**src/design/scc_pkg.sv**
```systemverilog
package scc_pkg;

    // ****************************************
    // clocks and synthesizer arithmetic
    // ****************************************
    localparam int CLK_HZ = 50_000_000;
    localparam int CLK_KHZ = CLK_HZ / 1000;
    localparam int CLK_MHZ = CLK_HZ / 1_000_000;
    localparam int REFERENCE_OSC_FREQUENCY_HZ = 32_000_000;
    localparam int FRAC_BITS = 19;
    // step = reference_osc_frequency / 2^19, split as (reference_osc_frequency / 2^11) / 2^8 to stay integer
    localparam int STEP_NUM = REFERENCE_OSC_FREQUENCY_HZ / 2048;
    localparam int STEP_SHIFT = FRAC_BITS - 11;
    localparam int TX_WAKE_US = 120;
    localparam int AFC_FACTOR = 5;
    localparam int PA_MIN_DBM = -18;
    localparam int PA_MAX_DBM = 13;
    localparam int PA_STEPS = PA_MAX_DBM - PA_MIN_DBM;

    // ****************************************
    // register map
    // ****************************************
    localparam logic [6:0] ADDR_MODE = 7'h01;
    localparam logic [6:0] ADDR_FRF_MSB = 7'h07;
    localparam logic [6:0] ADDR_FRF_MID = 7'h08;
    localparam logic [6:0] ADDR_FRF_LSB = 7'h09;
    localparam logic [6:0] ADDR_PA = 7'h11;
    localparam logic [6:0] ADDR_MAP2 = 7'h26;
    localparam logic [6:0] ADDR_STATUS = 7'h27;
    localparam int SEQ_OFF_BIT = 7;
    localparam int LOCK_MAP_BIT = 4;
    localparam int ST_OSC_BIT = 7;
    localparam int ST_TXRDY_BIT = 5;
    localparam int ST_LOCK_BIT = 4;
    localparam int ST_AFC_BIT = 3;
    localparam logic [7:0] MODE_RST = 8'h01;
    localparam logic [23:0] FRF_RST = 24'h6C8000;
    localparam logic [7:0] PA_RST = 8'h1F;
    localparam logic [7:0] MAP2_RST = 8'h05;
    localparam logic [2:0] CLK_DIV_MAX = 3'h5;

    typedef enum logic [2:0] {
        MD_SLEEP = 3'h0,
        MD_STBY = 3'h1,
        MD_FS = 3'h2,
        MD_TX = 3'h3,
        MD_RX = 3'h4
    } scc_mode_t;

    typedef enum logic [3:0] {
        SQ_IDLE = 4'h1,
        SQ_OSC = 4'h2,
        SQ_PLL = 4'h4,
        SQ_RUN = 4'h8
    } scc_seq_t;

    typedef struct packed {
        logic osc_en;
        logic pll_en;
        logic rx_en;
        logic tx_en;
    } scc_ctrl_t;

endpackage

```
**src/design/scc_synth_control.sv**
```systemverilog
`timescale 1ns/10ps
// How it works
// RL1: carrier is 24-bit word over three addresses
// RL2: upper bytes staged, low byte write applies
// RL3: step is reference frequency over 2^19
// RL4: select field routes divided reference to pin five
// RL5: clock output off in sleep, on after reset
// RL6: no clock on pin before oscillator stable
// RL7: sequencer starts PLL once oscillator stable
// RL8: sequencer starts receiver or transmitter after lock
// RL9: manual host waits oscillator time or clock
// RL10: manual host waits lock time or indicator
// RL11: lock indicator high in range, pin mappable
// RL12: lock may drop during wide deviation transmit
// RL13: coarse calibration at reset, fine per PLL start
// RL14: transmitter ready about 120 us after wake
// RL15: power steps of 1 dB, -18 to +13
// RL16: AFC settling lasts five over loop bandwidth
// RL17: host oscillator wait 500 us maximum
// RL18: host lock wait 150 us maximum
// RL19: reference oscillator is 32 MHz
// RL20: host writes upper bytes before low byte
// RL21: host disables clock output when unused
module scc_synth_control
    import scc_pkg::*;
#(
    parameter int TX_WAKE_CYCLES = TX_WAKE_US * CLK_MHZ,
    parameter int LOOP_BW_KHZ = 500
) (
    input wire logic core_clk,
    input wire logic reset,
    input wire logic spi_cs_n,
    input wire logic spi_sck,
    input wire logic spi_mosi,
    output logic spi_miso,
    output logic spi_miso_oe,
    input wire logic osc_stable,
    input wire logic pll_locked,
    input wire logic afc_start,
    output scc_ctrl_t ctrl,
    output logic cal_coarse,
    output logic cal_fine,
    output logic [23:0] synth_word,
    output logic [31:0] carrier_hz,
    output logic [4:0] pa_level,
    output logic tx_ready,
    output logic afc_busy,
    output logic lock_indicator,
    output logic general_io_four,
    output logic general_io_five
);

    localparam int AFC_CYCLES = AFC_FACTOR * CLK_KHZ / LOOP_BW_KHZ;
    // carrier of the reset word, so carrier_hz agrees with synth_word out of reset
    localparam logic [39:0] CARRIER_PROD_RST = 40'(FRF_RST) * 40'(STEP_NUM);

    // ****************************************
    // pin synchronisers
    // ****************************************
    logic [4:0] sync1;
    logic [4:0] sync2;
    logic sck_d;
    logic cs_n_s;
    logic sck_s;
    logic mosi_s;
    logic osc_s;
    logic lock_s;
    logic sck_rise;
    logic sck_fall;

    always_ff @(posedge core_clk or posedge reset) begin
        if (reset) begin
            sync1 <= 5'h01;
            sync2 <= 5'h01;
            sck_d <= 1'b0;
        end else begin
            sync1 <= {pll_locked, osc_stable, spi_mosi, spi_sck, spi_cs_n};
            sync2 <= sync1;
            sck_d <= sync2[1];
        end
    end

    assign cs_n_s = sync2[0];
    assign sck_s = sync2[1];
    assign mosi_s = sync2[2];
    assign osc_s = sync2[3];
    assign lock_s = sync2[4];
    assign sck_rise = sck_s & ~sck_d & ~cs_n_s;
    assign sck_fall = ~sck_s & sck_d & ~cs_n_s;

    // ****************************************
    // serial register port
    // ****************************************
    logic [2:0] bit_cnt;
    logic [6:0] rx_sh;
    logic first;
    logic wnr;
    logic [6:0] addr;
    logic [7:0] tx_sh;
    logic [2:0] next_bit_cnt;
    logic [6:0] next_rx_sh;
    logic next_first;
    logic next_wnr;
    logic [6:0] next_addr;
    logic [7:0] next_tx_sh;
    logic next_miso_oe;
    logic [7:0] in_byte;
    logic [6:0] rd_addr;
    logic [7:0] rd_val;
    logic wr_stb;
    logic [6:0] wr_addr;
    logic [7:0] wr_data;

    assign in_byte = {rx_sh, mosi_s};
    // read data for the next byte is fetched as the current one completes
    assign rd_addr = first ? in_byte[6:0] : 7'(addr + 7'h01);

    always_comb begin
        next_bit_cnt = bit_cnt;
        next_rx_sh = rx_sh;
        next_first = first;
        next_wnr = wnr;
        next_addr = addr;
        next_tx_sh = tx_sh;
        next_miso_oe = ~cs_n_s;
        wr_stb = 1'b0;
        wr_addr = addr;
        wr_data = in_byte;
        if (cs_n_s) begin
            next_bit_cnt = 3'h0;
            next_first = 1'b1;
        end else if (sck_rise) begin
            next_rx_sh = in_byte[6:0];
            next_bit_cnt = 3'(bit_cnt + 3'h1);
            if (bit_cnt == 3'h7) begin
                next_tx_sh = rd_val;
                if (first) begin
                    next_first = 1'b0;
                    next_wnr = in_byte[7];
                    next_addr = in_byte[6:0];
                end else begin
                    wr_stb = wnr;
                    next_addr = rd_addr;
                end
            end
        end else if (sck_fall && bit_cnt != 3'h0) begin
            // no shift on the fall that follows a byte load
            next_tx_sh = {tx_sh[6:0], 1'b0};
        end
    end

    always_ff @(posedge core_clk or posedge reset) begin
        if (reset) begin
            bit_cnt <= 3'h0;
            rx_sh <= 7'h00;
            first <= 1'b1;
            wnr <= 1'b0;
            addr <= 7'h00;
            tx_sh <= 8'h00;
            spi_miso_oe <= 1'b0;
        end else begin
            bit_cnt <= next_bit_cnt;
            rx_sh <= next_rx_sh;
            first <= next_first;
            wnr <= next_wnr;
            addr <= next_addr;
            tx_sh <= next_tx_sh;
            spi_miso_oe <= next_miso_oe;
        end
    end

    assign spi_miso = tx_sh[7];

    // ****************************************
    // register file
    // ****************************************
    logic [7:0] mode_r;
    logic [7:0] frf_msb;
    logic [7:0] frf_mid;
    logic [7:0] frf_lsb;
    logic [7:0] pa_r;
    logic [7:0] map2_r;
    logic [7:0] next_mode_r;
    logic [7:0] next_frf_msb;
    logic [7:0] next_frf_mid;
    logic [7:0] next_frf_lsb;
    logic [7:0] next_pa_r;
    logic [7:0] next_map2_r;
    logic [23:0] next_synth_word;
    logic [39:0] freq_prod;
    logic [7:0] status;

    always_comb begin
        next_mode_r = mode_r;
        next_frf_msb = frf_msb;
        next_frf_mid = frf_mid;
        next_frf_lsb = frf_lsb;
        next_pa_r = pa_r;
        next_map2_r = map2_r;
        next_synth_word = synth_word;
        if (wr_stb) begin
            unique case (wr_addr)
                ADDR_MODE: next_mode_r = wr_data;
                ADDR_FRF_MSB: next_frf_msb = wr_data; // [RL1] [RL2]
                ADDR_FRF_MID: next_frf_mid = wr_data; // [RL1] [RL2]
                ADDR_FRF_LSB: begin
                    next_frf_lsb = wr_data;
                    // the whole staged word lands at once [RL2] [RL20]
                    next_synth_word = {frf_msb, frf_mid, wr_data};
                end
                ADDR_PA: next_pa_r = {3'h0, wr_data[4:0]}; // [RL15]
                ADDR_MAP2: next_map2_r = wr_data; // [RL4]
                default: ;
            endcase
        end
        // carrier = word * reference_osc_frequency / 2^19 [RL1] [RL3] [RL19]
        freq_prod = 40'(synth_word) * 40'(STEP_NUM);
    end

    always_ff @(posedge core_clk or posedge reset) begin
        if (reset) begin
            mode_r <= MODE_RST;
            frf_msb <= FRF_RST[23:16];
            frf_mid <= FRF_RST[15:8];
            frf_lsb <= FRF_RST[7:0];
            pa_r <= PA_RST;
            map2_r <= MAP2_RST; // [RL5]
            synth_word <= FRF_RST;
            carrier_hz <= CARRIER_PROD_RST[STEP_SHIFT +: 32];
        end else begin
            mode_r <= next_mode_r;
            frf_msb <= next_frf_msb;
            frf_mid <= next_frf_mid;
            frf_lsb <= next_frf_lsb;
            pa_r <= next_pa_r;
            map2_r <= next_map2_r;
            synth_word <= next_synth_word;
            carrier_hz <= freq_prod[STEP_SHIFT +: 32];
        end
    end

    // output power = -18 dBm + level, 1 dB per code [RL15]
    assign pa_level = pa_r[4:0];

    always_comb begin
        status = 8'h00;
        status[ST_OSC_BIT] = osc_s;
        status[ST_TXRDY_BIT] = tx_ready;
        status[ST_LOCK_BIT] = lock_indicator;
        status[ST_AFC_BIT] = afc_busy;
        unique case (rd_addr)
            ADDR_MODE: rd_val = mode_r;
            ADDR_FRF_MSB: rd_val = frf_msb;
            ADDR_FRF_MID: rd_val = frf_mid;
            ADDR_FRF_LSB: rd_val = frf_lsb;
            ADDR_PA: rd_val = pa_r;
            ADDR_MAP2: rd_val = map2_r;
            ADDR_STATUS: rd_val = status;
            default: rd_val = 8'h00;
        endcase
    end

    // ****************************************
    // startup sequencer
    // ****************************************
    scc_seq_t state;
    scc_seq_t next_state;
    scc_ctrl_t next_ctrl;
    logic coarse_done;
    logic next_cal_fine;
    logic [2:0] md;
    logic seq_off;
    logic need_osc;
    logic need_pll;

    assign md = mode_r[2:0];
    assign seq_off = mode_r[SEQ_OFF_BIT];
    assign need_osc = md != MD_SLEEP;
    assign need_pll = need_osc && md != MD_STBY;

    always_comb begin
        next_state = state;
        unique case (state)
            SQ_IDLE: begin
                if (need_pll) begin
                    next_state = (osc_s || seq_off) ? SQ_PLL : SQ_OSC;
                end
            end
            SQ_OSC: begin
                if (!need_pll) begin
                    next_state = SQ_IDLE;
                end else if (osc_s || seq_off) begin
                    next_state = SQ_PLL; // [RL7]
                end
            end
            SQ_PLL: begin
                if (!need_pll) begin
                    next_state = SQ_IDLE;
                end else if (lock_s || seq_off) begin
                    // manual mode leaves the waiting to the host [RL9] [RL10]
                    next_state = SQ_RUN; // [RL8]
                end
            end
            SQ_RUN: begin
                // a lock drop while modulating does not tear the path down [RL12]
                if (!need_pll) begin
                    next_state = SQ_IDLE;
                end
            end
            default: next_state = SQ_IDLE;
        endcase
        next_ctrl.osc_en = need_osc;
        next_ctrl.pll_en = next_state == SQ_PLL || next_state == SQ_RUN;
        next_ctrl.rx_en = next_state == SQ_RUN && md == MD_RX; // [RL8]
        next_ctrl.tx_en = next_state == SQ_RUN && md == MD_TX; // [RL8]
        next_cal_fine = next_ctrl.pll_en & ~ctrl.pll_en; // [RL13]
    end

    always_ff @(posedge core_clk or posedge reset) begin
        if (reset) begin
            state <= SQ_IDLE;
            ctrl <= '0;
            cal_fine <= 1'b0;
            cal_coarse <= 1'b0;
            coarse_done <= 1'b0;
        end else begin
            state <= next_state;
            ctrl <= next_ctrl;
            cal_fine <= next_cal_fine;
            cal_coarse <= ~coarse_done; // [RL13]
            coarse_done <= 1'b1;
        end
    end

    // ****************************************
    // timers, lock pins and clock output
    // ****************************************
    logic [15:0] tx_cnt;
    logic [15:0] afc_cnt;
    logic [5:0] div_cnt;
    logic [15:0] next_tx_cnt;
    logic [15:0] next_afc_cnt;
    logic next_tx_ready;
    logic next_afc_busy;
    logic next_gio5;
    logic [2:0] clk_sel;
    logic clk_run;

    assign clk_sel = map2_r[2:0];

    always_comb begin
        next_tx_cnt = 16'h0;
        if (ctrl.tx_en) begin
            next_tx_cnt = (tx_cnt == 16'(TX_WAKE_CYCLES)) ? tx_cnt : 16'(tx_cnt + 16'h1);
        end
        next_tx_ready = next_tx_cnt == 16'(TX_WAKE_CYCLES); // [RL14]
        next_afc_cnt = afc_cnt;
        if (afc_start && ctrl.pll_en) begin
            next_afc_cnt = 16'(AFC_CYCLES); // [RL16]
        end else if (afc_cnt != 16'h0) begin
            next_afc_cnt = 16'(afc_cnt - 16'h1);
        end
        next_afc_busy = next_afc_cnt != 16'h0;
        // held low until the crystal is stable, and in sleep [RL5] [RL6]
        clk_run = osc_s && need_osc && clk_sel <= CLK_DIV_MAX; // [RL21]
        next_gio5 = clk_run ? div_cnt[clk_sel] : 1'b0; // [RL4]
    end

    always_ff @(posedge core_clk or posedge reset) begin
        if (reset) begin
            tx_cnt <= 16'h0;
            tx_ready <= 1'b0;
            afc_cnt <= 16'h0;
            afc_busy <= 1'b0;
            div_cnt <= 6'h00;
            general_io_five <= 1'b0;
            lock_indicator <= 1'b0;
            general_io_four <= 1'b0;
        end else begin
            tx_cnt <= next_tx_cnt;
            tx_ready <= next_tx_ready;
            afc_cnt <= next_afc_cnt;
            afc_busy <= next_afc_busy;
            div_cnt <= 6'(div_cnt + 6'h01);
            general_io_five <= next_gio5;
            lock_indicator <= lock_s; // [RL11] [RL12]
            general_io_four <= lock_s & map2_r[LOCK_MAP_BIT]; // [RL11]
        end
    end

endmodule

```
**config.mk**
```make
export PLATFORM = sky130hd
export DESIGN_NAME = scc_synth_control
export DESIGN_NICKNAME = d
export VERILOG_FILES = /design/src/design/scc_pkg.sv /design/src/design/scc_synth_control.sv
export SDC_FILE = /design/constraint.sdc
export NUM_CORES = 1
export LEC_CHECK = 0
export BUFFER_PORTS_ARGS = -buffer_cell sky130_fd_sc_hd__buf_2
export CAP_MARGIN = 20
export CORE_UTILIZATION = 55
export CTS_CLUSTER_DIAMETER = 120
export DETAILED_ROUTE_END_ITERATION = 7
export GPL_ROUTABILITY_DRIVEN = 0
export GPL_TIMING_DRIVEN = 1
export PLACE_DENSITY_LB_ADDON = 0.2
export SYNTH_ARGS = -nofsm -noshare
export SYNTH_HDL_FRONTEND = slang
export SYNTH_SLANG_ARGS = --single-unit
```
**constraint.sdc**
```tcl
create_clock -name core_clk -period 8 [get_ports core_clk]
set_clock_uncertainty 0.15 [all_clocks]
set_input_delay 1.2 -clock core_clk [delete_from_list [all_inputs] [get_ports core_clk]]
set_output_delay 1.2 -clock core_clk [all_outputs]
set_load 0.05 [all_outputs]
```
# ---- Yosys cells after proc, flatten, opt, wreduce, memory -nomap -nowiden
# Cells that the tools add are included.
dict set report op_classes {
  addsub 5
  multipliers 1
  div 0
  n_lt_le_gt_ge 2
  eq_ne 26
  shift 0
  n_mux 30
  bitwise 11
  n_reduce_logical 28
}
# operator count
set op_table {}
lappend op_table {{two-way mux 16 bit} 4}
lappend op_table {{case mux 8 bit (7 select lines)} 1}
lappend op_table {{multiplier 24 x 14 -> 38 bit (second input constant)} 1}
lappend op_table {{equality test 16 x 13 -> 1 bit (second input constant)} 2}
lappend op_table {{nonzero test 16 bit} 2}
lappend op_table {{equality test 7 x 4 -> 1 bit (second input constant)} 4}
lappend op_table {{two-way mux 4 bit} 6}
lappend op_table {{two-way mux 8 bit} 3}
lappend op_table {{equality test 7 x 6 -> 1 bit (second input constant)} 3}
lappend op_table {{adder 16 x 1 -> 16 bit (second input constant)} 1}
lappend op_table {{case mux 4 bit (4 select lines)} 1}
lappend op_table {{AND reduction 2 bit} 8}
lappend op_table {{subtractor 16 x 1 -> 16 bit (second input constant)} 1}
lappend op_table {{equality test 7 x 1 -> 1 bit (second input constant)} 2}
lappend op_table {{equality test 7 x 3 -> 1 bit (second input constant)} 2}
lappend op_table {{equality test 7 x 5 -> 1 bit (second input constant)} 2}
lappend op_table {{two-way mux 7 bit} 2}
lappend op_table {{two-way mux 1 bit} 9}
lappend op_table {{two-way mux 3 bit} 3}
lappend op_table {{equality test 4 x 3 -> 1 bit (second input constant)} 2}
lappend op_table {{equality test 4 bit (second input constant)} 2}
lappend op_table {{adder 7 x 1 -> 7 bit (second input constant)} 1}
lappend op_table {{logical AND 1 bit} 7}
lappend op_table {{adder 6 x 1 -> 6 bit (second input constant)} 1}
lappend op_table {{other kinds (17)} 33}
dict set report totals {
  ff_bits 192
  latch_bits 0
  ram_bits 0
  rom_bits 0
  out_inout_bits 74
  word_cells 137
  n_memories 0
}

# ---- Depth between registers and ports, before layout
# Gate-level depths: netlist of run 1.
dict set report depth {
  ltp_word 7
  depth_mapped 21
  ltp_nobuf 21
}

# ---- Worst setup path after synthesis of run 1
# No wires, ideal clock.
dict set report synth_timing {
  path_type {flip-flop to flip-flop}
  from {register synth_word[3]}
  to {register carrier_hz[22]}
  arrival_time_ns 5.712
  required_ns 7.765
  slack_ns 2.053
  stages_incl_launch_ff 20
  synth_period_minus_slack_ns 5.947
  cell_sequence {dfrtp_1 > inv_1 > fa_1 > inv_1 > fa_1 > fa_1 > fa_1 > ha_1 > inv_1 > fa_1 > inv_1 > ha_1 > a21o_1 > a21o_1 > a2111oi_0 > o21ai_0 > a21o_1 > a21oi_1 > o21bai_1 > xor2_1}
}
dict set report synth_between {
  elab_chain_len 1
}
# element line
set synth_rtl {}
lappend synth_rtl {{from (decl)} scc_synth_control.sv:43} ;# output logic [23:0] synth_word,
lappend synth_rtl {{from (signal assigned)} scc_synth_control.sv:237} ;# synth_word <= next_synth_word;
lappend synth_rtl {{multiplier 24 x 14 -> 38 bit} scc_synth_control.sv:217} ;# freq_prod = 40'(synth_word) * 40'(STEP_NUM);
lappend synth_rtl {{named net freq_prod[30]} scc_synth_control.sv:190} ;# logic [39:0] freq_prod;
lappend synth_rtl {{to (signal assigned)} scc_synth_control.sv:229} ;# carrier_hz <= CARRIER_PROD_RST[STEP_SHIFT +: 32];
lappend synth_rtl {{to (signal assigned)} scc_synth_control.sv:238} ;# carrier_hz <= freq_prod[STEP_SHIFT +: 32];
lappend synth_rtl {{to (decl)} scc_synth_control.sv:44} ;# output logic [31:0] carrier_hz,
# The timed path passes the listed nets, and every way through them passes these cells.
# A chain may end at the register's enable or synchronous reset.

# ---- Worst setup path in the final report of run 1
dict set report layout_timing {
  from {register synth_word[0]}
  to {register carrier_hz[29]}
}
# Same word-level chain as after synthesis.

==> out/qor.csv, run 1 <==
metric;value;unit
status;completed;
io_pins;82;
timing.fmax;156;MHz
drv_slew;0;
nFillCells;1907;
grt_pass1_vias;9018;
cts_hold_buf;0;
drt_wl_total;27.1;mm
clockBufferDepth;2;
h-tree-depth;4;
area_growth;9.52;%
start_util;56.8;%
drcViolationCount;0;
grt_max_degree;103;
maxCapViolations;0;
async_flop_share;100;%
netlist_area;0.0131;mm^2
postCtsSetupRepairBufs;0;
die_w;156;um
hpwlAfterDp;20.5;mm
ys.flop_type;dfrtp_1;
ff2ff_setup_slack;1.58;ns
p_per_area;139;mW/mm^2
critical_path_arrival;6.63;ns
num_rows;55;
dp_worst_setup_slack;1.54;ns
drive_gt1_share;18.7;%
synth-seq-area-share;35.6;%
clkSinkCount;184;
grt_use_total;23.9;%
drtAntennaViolNets;0;
antenna_found_initial;0;
via_per_inst;5.51;
die_area;0.0243;mm^2
vias;8758;
required;8.20;ns
cts_tree;done;
synth_cells;1192;
worstSetupPathType;reg -> reg;
min_path_type;reg -> reg;
first_pass_iters;5;
clk_pin_slew;0.08;ns
cp-end-kind;flop;
setup-tns-final;0;ns
startpoint_type;flop;
fin_crit;6.42;ns
cts_resized;0;
setup_viol;0;
drtIter0Drc;506;
diodes;0;
clock_latency;0.43;ns
peakVddDrop;0.156;mV
numCtsBuffers;17;
io_buffer_count;79;
setup_ws;1.58;ns
synth-edff-count;0;
p_leak;7.56;nW
clockRootBuffer;clkbuf_16;
synth_seq_cells;184;
core-area;0.0230;mm^2
hold_viol;0;
cp_max_fo;9;
grt_pass1_wl;45.6;mm
fin_nets;1505;
layout_common_cells;159 x inv_1, 150 x dfrtp_1, 139 x ha_1;
tightest_slew;1.03;ns
ys_types;77;
maxSlewHeadroom;29.8;%
min_period_over_period;80.3;%
rsz0062_at_grt;no;
yosysWarnings;0;
synth.avg_cell_area;10.9;um^2
final_common_cell;inv_1;
die_y;156;um
overflow;0;
wire_per_inst;17.1;um
## cells by family (layout without fill, tap and decap cells)
| logic type | Yosys count | count (layout) | share of synthesized area, % |
|---|---|---|---|
| simple gates | 272 | 272 | 10.9 |
| fa+ha+maj | 233 | 233 | 27.7 |
| buf+inv | 191 | 275 | 5.99 |
| flops | 184 | 184 | 35.6 |
| compound gates | 163 | 163 | 8.29 |
| mux | 79 | 79 | 6.80 |
| xor+xnor | 68 | 68 | 4.56 |
| other cells | 2 | 3 | 0.0575 |
## synthesized netlist by cell type, types with 3 or more instances
cell | number | area (um^2)
inv_1 | 160 | 601
dfrtp_1 | 150 | 3750
ha_1 | 139 | 1740
fa_1 | 94 | 1880
nor2_1 | 73 | 274
mux2_2 | 67 | 754
nand2_1 | 65 | 244
a21oi_1 | 40 | 200
o21ai_0 | 39 | 195
xnor2_1 | 37 | 324
dfstp_2 | 34 | 893
xor2_1 | 31 | 272
nand3_1 | 24 | 120
nor3_1 | 15 | 75.1
and2_1 | 14 | 87.6
and3_1 | 13 | 81.3
a21o_1 | 11 | 82.6
clkbuf_1 | 11 | 41.3
mux2i_1 | 11 | 110
nor4_1 | 11 | 68.8
buf_4 | 10 | 75.1
nand4_1 | 10 | 62.6
a31oi_1 | 7 | 43.8
buf_2 | 7 | 35.0
o21a_1 | 7 | 52.6
a211oi_1 | 6 | 45.0
nand2b_1 | 6 | 37.5
or3_1 | 6 | 37.5
o21bai_1 | 5 | 37.5
o22ai_1 | 5 | 31.3
nor2b_1 | 4 | 25.0
nor4b_1 | 4 | 35.0
a221o_1 | 3 | 30.0
a221oi_1 | 3 | 26.3
a22oi_1 | 3 | 22.5
a311oi_1 | 3 | 26.3
nand3b_1 | 3 | 22.5
o21ai_1 | 3 | 15.0
## area by class of cell
class                   instances  area [um^2]  share of cell area, %
multi-input cells             818         7630                   53.4
clock buffers                  19          443                   3.10
clock inverters                13          129                  0.902
repair buffers                 83          445                   3.12
flip-flops and latches        184         4650                   32.5
inverters                     160          606                   4.24
well taps                     313          392                   2.74
## layer usage
metal | part of all wire [%] | global-route usage, % | up-vias | wire length [um]
li1 | - | - | 4184 | -
met1 | 45 | 32.0 | 4335 | 12100
met2 | 49 | 40.1 | 205 | 13300
met3 | 4.8 | 4.03 | 34 | 1310
met4 | 1.5 | 6.77 | 0 | 415
met5 | 0 | 0 | - | 0
## worst paths after layout
check,startpoint,to,cells past startpoint
worst min register to register,sync1[1]$_DFF_PP0_,sync2[1]$_DFF_PP0_,0
worst max-delay path,synth_word[0]$_DFFE_PP0P_,carrier_hz[29]$_DFF_PP0_,17
worst min-delay path,sync1[1]$_DFF_PP0_,sync2[1]$_DFF_PP0_,0
min in group asynchronous,reset,coarse_done$_DFF_PP0_,2
worst max register to register,synth_word[0]$_DFFE_PP0P_,carrier_hz[29]$_DFF_PP0_,17
max in group asynchronous,reset,first$_DFFE_PP1P_,4
## sequential cells by signal, indices dropped and copies added (netlist names), 3 cells and up
register	count
addr	7
afc_cnt	16
bit_cnt	3
carrier_hz	30
ctrl	4
div_cnt	6
frf_mid	8
frf_msb	8
map2_r	8
mode_r	8
pa_r	5
rx_sh	7
state	4
sync1	5
sync2	5
synth_word	24
tx_cnt	16
tx_sh	8
## worst max-delay path: stages, from the launching register on
cell and delay, ns:
dfrtp_1 0.50, fa_1 0.60, fa_1 0.45, fa_1 0.57, fa_1 0.42, ha_1 0.29, inv_1 0.05, fa_1 0.49
inv_1 0.04, ha_1 0.35, a21oi_1 0.16, o21ai_0 0.14, a2111oi_0 0.92, o21ai_0 0.40, nand3_1 0.20, nand2_1 0.12
a311oi_1 0.34, xnor2_1 0.15
## power by group
group | switching, W | internal [W] | total (W)
clock network | 0.000411 | 0.000424 | 0.000835
logic | 0.0000875 | 0.0000509 | 0.000138
registers | 0.0000579 | 0.000960 | 0.00102
total | 0.000556 | 0.00144 | 0.00199
## per-stage QoR
stage	util (%)	hold slack (ns)	instances	instance area, um^2	power (W)
after floorplan	-	0.181	1193	13100	0.00112
after global placement	59.6	0.182	1557	13700	0.00117
after detailed placement	59.6	0.185	1557	13700	0.00117
after CTS	62.1	0.203	1589	14300	0.00201
after global routing	62.2	0.204	1590	14300	0.00207
final	62.2	0.201	1590	14300	0.00199
No activity file was read; power rests on OpenSTA's default activity.
==> run 2: changes to the inputs <==
==> constraint.sdc (replaced) <==
create_clock -name core_clk -period 5.54 [get_ports core_clk]
set_clock_uncertainty 0.15 [all_clocks]
set_input_delay 0.831 -clock core_clk [delete_from_list [all_inputs] [get_ports core_clk]]
set_output_delay 0.831 -clock core_clk [all_outputs]
set_load 0.05 [all_outputs]
==> out/qor.csv, run 2 (synthesis gave the netlist of run 1 again) <==
metric;value;unit;change
grt_pass1_wl;45.6;mm;-0.11%
start_util;56.8;%;unchanged
nFillCells;1773;;-7.0%
pwr-share-clk;42.8;%;+0.9 points
status;completed;;
fin_crit;5.48;ns;-0.947 ns
largest_registers;carrier_hz (30), synth_word (24);;
worstSetupPathType;reg -> reg;;
drv_slew;0;;unchanged
num_rows;55;;unchanged
h-tree-depth;4;;unchanged
clk_pin_slew;0.08;ns;about the same
crit_buf_inv;4;;+2
numCtsBuffers;17;;unchanged
clkSinkCount;184;;unchanged
die_y;156;um;unchanged
max_stage_delay;0.53;ns;-0.39 ns
p_leak;7.95;nW;+5.2%
min_to;sync2[0]$_DFF_PP1_;;
grt_max_degree;154;;+50%
combPwrFrac;6.9;%;about the same
tightest_slew;0.827;ns;-0.199 ns
startpoint_type;flop;;
maxSlewHeadroom;44.8;%;+15 points
setup_ws;0.0645;ns;-1.51 ns
fin_nets;1580;;+5.0%
cts_hold_buf;0;;unchanged
path_delay_family;adder cells;;
cpMostUsedCell;fa_2;;
ff2ff_setup_slack;0.06;ns;-1.51 ns
seqPwrFrac;50.3;%;-0.8 points
crit_slowest_cell;fa_1;;
critical_path_arrival;5.65;ns;-0.98 ns
power.switching;0.000835;W;+50%
overflow;0;;unchanged
final_common_cell;inv_1;;
area_growth;17.2;%;
min_path_type;reg -> reg;;
vias;9067;;+3.5%
drive_gt1_share;28.9;%;+10 points
first_pass_iters;5;;unchanged
drtIter0Drc;484;;-4.3%
p_sw_share;28.7;%;+0.75 points
p_int;0.00208;W;+45%
io_buffer_count;79;;unchanged
dp_worst_setup_slack;-0.236;ns;-1.78 ns
grt_pass1_vias;9222;;+2.3%
core-area;0.0230;mm^2;unchanged
io_pins;82;;unchanged
rsz0062_at_grt;yes;;
diodes;0;;unchanged
hpwlAfterDp;20.9;mm;+1.7%
p_per_area;191;mW/mm^2;+37%
cts_tree;done;;
drtAntennaViolNets;0;;unchanged
min_from;sync1[0]$_DFF_PP1_;;
setup_viol;0;;unchanged
drcViolationCount;0;;unchanged
grt_use_total;24.0;%;+0.10 points
cp_max_fo;4;;-5
rr_endpoint;carrier_hz[16]$_DFF_PP0_;;
rr_worst_depth;19;;+2
required;5.72;ns;-2.48 ns
crit_chain;inv_4 > fa_1 > inv_1 > fa_2 > fa_2 > fa_2 > ha_4 > inv_1 > fa_1 > inv_2 > ha_4 > a21oi_4 > nor2_4 > a2111oi_4 > a211oi_2 > a211oi_2 > o21a_1 > o21bai_1 > xor2_1;;
clockRootBuffer;clkbuf_16;;
hold_viol;0;;unchanged
min_period_over_period;98.8;%;+19 points
cp-end-kind;flop;;
largest_register;carrier_hz;;
via_per_inst;5.45;;-1.1%
die_area;0.0243;mm^2;unchanged
peakVddDrop;0.211;mV;+36%
antenna_found_initial;0;;unchanged
clockBufferDepth;2;;unchanged
r2r_start;synth_word[3]$_DFFE_PP0P_;;
die_w;156;um;unchanged
layout_common_cells;142 x inv_1, 139 x dfrtp_1, 124 x ha_1;;
timing.fmax;183;MHz;+17%
wire_per_inst;16.8;um;-1.7%
maxCapViolations;0;;unchanged
drt_wl_total;27.9;mm;+2.9%
clock_latency;0.44;ns;about the same
largest_register_ffs;30;;unchanged
power;0.00291;W;+46%
worstHoldPathCells;0;;unchanged
run 2: per-layer routing:
layer  track usage (%)  up-vias  wire length, um
met3              3.64       45              879
met4              7.80        0              700
met5                 0        -                0
met1              32.1     4517            12800
met2              40.2      168            13500
li1                  -     4337                -
run 2: worst max-delay path by stage:
stage	startpoint	to	slack, ns	cells after the start
floorplan	synth_word[11]$_DFFE_PP0P_	carrier_hz[22]$_DFF_PP1_	0.01	19
global placement	synth_word[4]$_DFFE_PP0P_	carrier_hz[29]$_DFF_PP0_	-0.08	20
detailed placement	synth_word[4]$_DFFE_PP0P_	carrier_hz[29]$_DFF_PP0_	-0.24	19
CTS	synth_word[2]$_DFFE_PP0P_	carrier_hz[24]$_DFF_PP1_	-0.02	19
global route	synth_word[4]$_DFFE_PP0P_	carrier_hz[16]$_DFF_PP0_	-0.08	20
finish	synth_word[3]$_DFFE_PP0P_	carrier_hz[16]$_DFF_PP0_	0.06	19
run 2: worst reg2reg max path, delay by kind of cell (launching register included):
family,cells,cell delay [ns]
adder cells (fa/ha/maj),7,3.02
AO/OA/AOI/OAI,6,1.41
flip-flops,1,0.40
buffers and inverters,4,0.20
XOR/XNOR,1,0.16
AND/OR/NAND/NOR,1,0.06
run 2: cell type report:
cell class	count	area, um^2	share of cell area [%]
multi-input combinational	818	8000	52.3
sequential	184	4660	30.5
timing repair buffer	158	1010	6.59
inverter	160	616	4.03
clock buffer	17	425	2.78
tap	313	392	2.56
clock inverter	15	191	1.25
run 2: power groups by stage:
stage	clock network [W]	registers [W]	logic [W]
3_3_place_gp	0	0.00149	0.000199
2_1_floorplan	0	0.00145	0.000161
5_1_grt	0.00134	0.00147	0.000221
4_1_cts	0.00128	0.00146	0.000204
3_5_place_dp	0	0.00149	0.000201
6_report	0.00125	0.00147	0.000202
run 2: metrics by stage:
step / util [%] / setup TNS, ns / std cells / area, um^2 / hold WS, ns
floorplan: - / 0 / 1193 / 13100 / 0.181
global placement: 62.0 / -0.131 / 1623 / 14300 / 0.182
detailed placement: 62.0 / -0.875 / 1623 / 14300 / 0.187
CTS: 64.9 / -0.0231 / 1656 / 14900 / 0.202
global route: 66.5 / -0.297 / 1665 / 15300 / 0.203
finish: 66.5 / 0 / 1665 / 15300 / 0.201
run 2: repair_timing:
item,4_1_cts,5_1_grt
pin swaps,14,65
buffers inserted,1,11
endpoints found under the setup margin,11,14
gates resized for setup,13,62
cloned,0,0
==> run 3: changes to the inputs <==
--- a/config.mk
+++ b/config.mk
@@ -16,3 +16,4 @@
 export SYNTH_ARGS = -nofsm -noshare
 export SYNTH_HDL_FRONTEND = slang
 export SYNTH_SLANG_ARGS = --single-unit
+export TNS_END_PERCENT = 50
==> constraint.sdc (replaced) <==
create_clock -name core_clk -period 6.1 [get_ports core_clk]
set_clock_uncertainty 0.15 [all_clocks]
set_input_delay 0.915 -clock core_clk [delete_from_list [all_inputs] [get_ports core_clk]]
set_output_delay 0.915 -clock core_clk [all_outputs]
set_load 0.05 [all_outputs]
==> out/qor.csv, run 3 (synthesis gave the netlist of run 1 again) <==
metric;value;unit;change
maxSlewHeadroom;35.5;%;-9.4 points
core-area;0.0230;mm^2;unchanged
peakVddDrop;0.185;mV;-13%
layout_common_cells;159 x inv_1, 147 x dfrtp_1, 138 x ha_1;;
cts_hold_buf;0;;unchanged
largest_register;carrier_hz;;
largest_register_ffs;30;;unchanged
die_area;0.0243;mm^2;unchanged
setup-tns-final;0;ns;unchanged
io_buffer_count;79;;unchanged
drive_gt1_share;20.3;%;-8.6 points
required;6.30;ns;+0.58 ns
grt_use_total;24.4;%;+0.32 points
drv_slew;0;;unchanged
io_pins;82;;unchanged
min_from;sync1[2]$_DFF_PP0_;;
first_pass_iters;5;;unchanged
p_leak;7.66;nW;-3.7%
largest_registers;carrier_hz (30), synth_word (24);;
via_per_inst;5.54;;+1.7%
final_cells;1607;;-3.5%
r2r_start;synth_word[4]$_DFFE_PP0P_;;
wire_per_inst;17.2;um;+2.4%
h-tree-depth;4;;unchanged
hold_viol;0;;unchanged
worstSetupPathType;reg -> reg;;
cts_tree;done;;
drt_wl_total;27.6;mm;-1.2%
min_path_type;reg -> reg;;
start_util;56.8;%;unchanged
maxCapViolations;0;;unchanged
setup_viol;0;;unchanged
fin_nets;1522;;-3.7%
timing.fmax;172;MHz;-5.8%
clockRootBuffer;clkbuf_16;;
startpoint_type;flop;;
dpl_cell_area;0.0138;mm^2;-3.0%
area_growth;10.9;%;
cp_max_fo;6;;+2
clockBufferDepth;2;;unchanged
clock_latency;0.43;ns;about the same
status;completed;;
die_w;156;um;unchanged
critical_path_arrival;6.01;ns;+0.36 ns
clk_pin_slew;0.07;ns;about the same
die_y;156;um;unchanged
grt_max_degree;109;;-29%
overflow;0;;unchanged
antenna_found_initial;0;;unchanged
hpwlAfterDp;21.2;mm;+1.8%
ff2ff_setup_slack;0.29;ns;+0.22 ns
cp-end-kind;flop;;
final_common_cell;inv_1;;
rr_worst_depth;20;;+1
diodes;0;;unchanged
numCtsBuffers;17;;unchanged
post-place-cells;1575;;-3.0%
drtIter0Drc;456;;-5.8%
drcViolationCount;0;;unchanged
tightest_slew;0.968;ns;+0.141 ns
grt_pass1_wl;46.0;mm;+1.0%
worstHoldPathCells;0;;unchanged
rsz0062_at_grt;no;;
fin_area;0.0145;mm^2;-5.3%
clkSinkCount;184;;unchanged
grt_pass1_vias;9097;;-1.4%
num_rows;55;;unchanged
rr_endpoint;carrier_hz[29]$_DFF_PP0_;;
p_per_area;185;mW/mm^2;-2.8%
min_to;sync2[2]$_DFF_PP0_;;
fin_crit;5.81;ns;+0.335 ns
drtAntennaViolNets;0;;unchanged
vias;8900;;-1.8%
min_period_over_period;95.3;%;-3.6 points
==> run 3: cell types whose count changed in the layout (fill, tap and decap cells not counted), sizes merged <==
cell / delta
buf: -58
clkbuf: +3
clkinv: -4
bufinv: +3
clkinvlp: -1
inv: -1
==> run 3: worst max-delay path, cell delays in order (launching register included) <==
cell      delay, ns
dfrtp_1        0.40
buf_4          0.18
fa_1           0.54
inv_1          0.06
fa_1           0.53
inv_1          0.06
fa_1           0.52
inv_1          0.05
fa_1           0.49
inv_1          0.04
ha_1           0.30
fa_1           0.52
ha_2           0.32
or2_2          0.28
a21oi_1        0.18
nor4_1         0.08
o31a_1         0.33
nand3_1        0.14
nand2_1        0.12
a311oi_2       0.32
xnor2_1        0.14
==> run 3: layer usage <==
| metal | up-vias | part of all wire, % | routed length [um] | GRT usage [%] |
|---|---|---|---|---|
| met4 | 0 | 3.0 | 828 | 9.48 |
| met5 | - | 0 | 0 | 0 |
| met2 | 195 | 49 | 13500 | 40.5 |
| met1 | 4446 | 44 | 12100 | 32.2 |
| li1 | 4212 | - | - | - |
| met3 | 47 | 4.1 | 1120 | 3.47 |
==> run 3: per-stage QoR <==
step	total power (W)	hold WS (ns)	setup WS (ns)	util, %
floorplan	0.00147	0.181	0.0909	-
global placement	0.00153	0.182	0.186	60.2
detailed placement	0.00154	0.188	0.0619	60.2
CTS	0.00271	0.204	0.0223	62.8
global route	0.00278	0.207	0.0138	63.0
finish	0.00268	0.202	0.289	63.0
==> run 3: power breakdown <==
group | switching [W] | total (W) | internal, W
registers | 0.0000753 | 0.00134 | 0.00126
logic | 0.000114 | 0.000179 | 0.0000651
clock network | 0.000494 | 0.00117 | 0.000674
total | 0.000683 | 0.00268 | 0.00200
==> run 3: area by class of cell <==
cell class / count / area [um^2]
Sequential cell: 184 / 4650
Inverter: 160 / 606
Timing Repair Buffer: 100 / 553
Multi-Input combinational cell: 818 / 7660
Clock inverter: 12 / 159
Tap cell: 313 / 392
Clock buffer: 20 / 457
Fill cell: 1902 / 8510
==> run 3: timing repair <==
item                       CTS  global route
gates resized for setup      0             9
setup endpoints to repair    0            11
setup buffers                0             0
==> run 3: how the worst max path moves through the flow <==
stage                               from                  endpoint  slack (ns)
4_1_cts        synth_word[2]$_DFFE_PP0P_  carrier_hz[13]$_DFF_PP0_        0.02
5_1_grt        synth_word[4]$_DFFE_PP0P_  carrier_hz[22]$_DFF_PP1_        0.01
3_5_place_dp   synth_word[2]$_DFFE_PP0P_  carrier_hz[13]$_DFF_PP0_        0.06
6_report       synth_word[4]$_DFFE_PP0P_  carrier_hz[29]$_DFF_PP0_        0.29
3_3_place_gp   synth_word[2]$_DFFE_PP0P_  carrier_hz[13]$_DFF_PP0_        0.19
2_1_floorplan                      reset       addr[0]$_DFFE_PP0P_        0.09
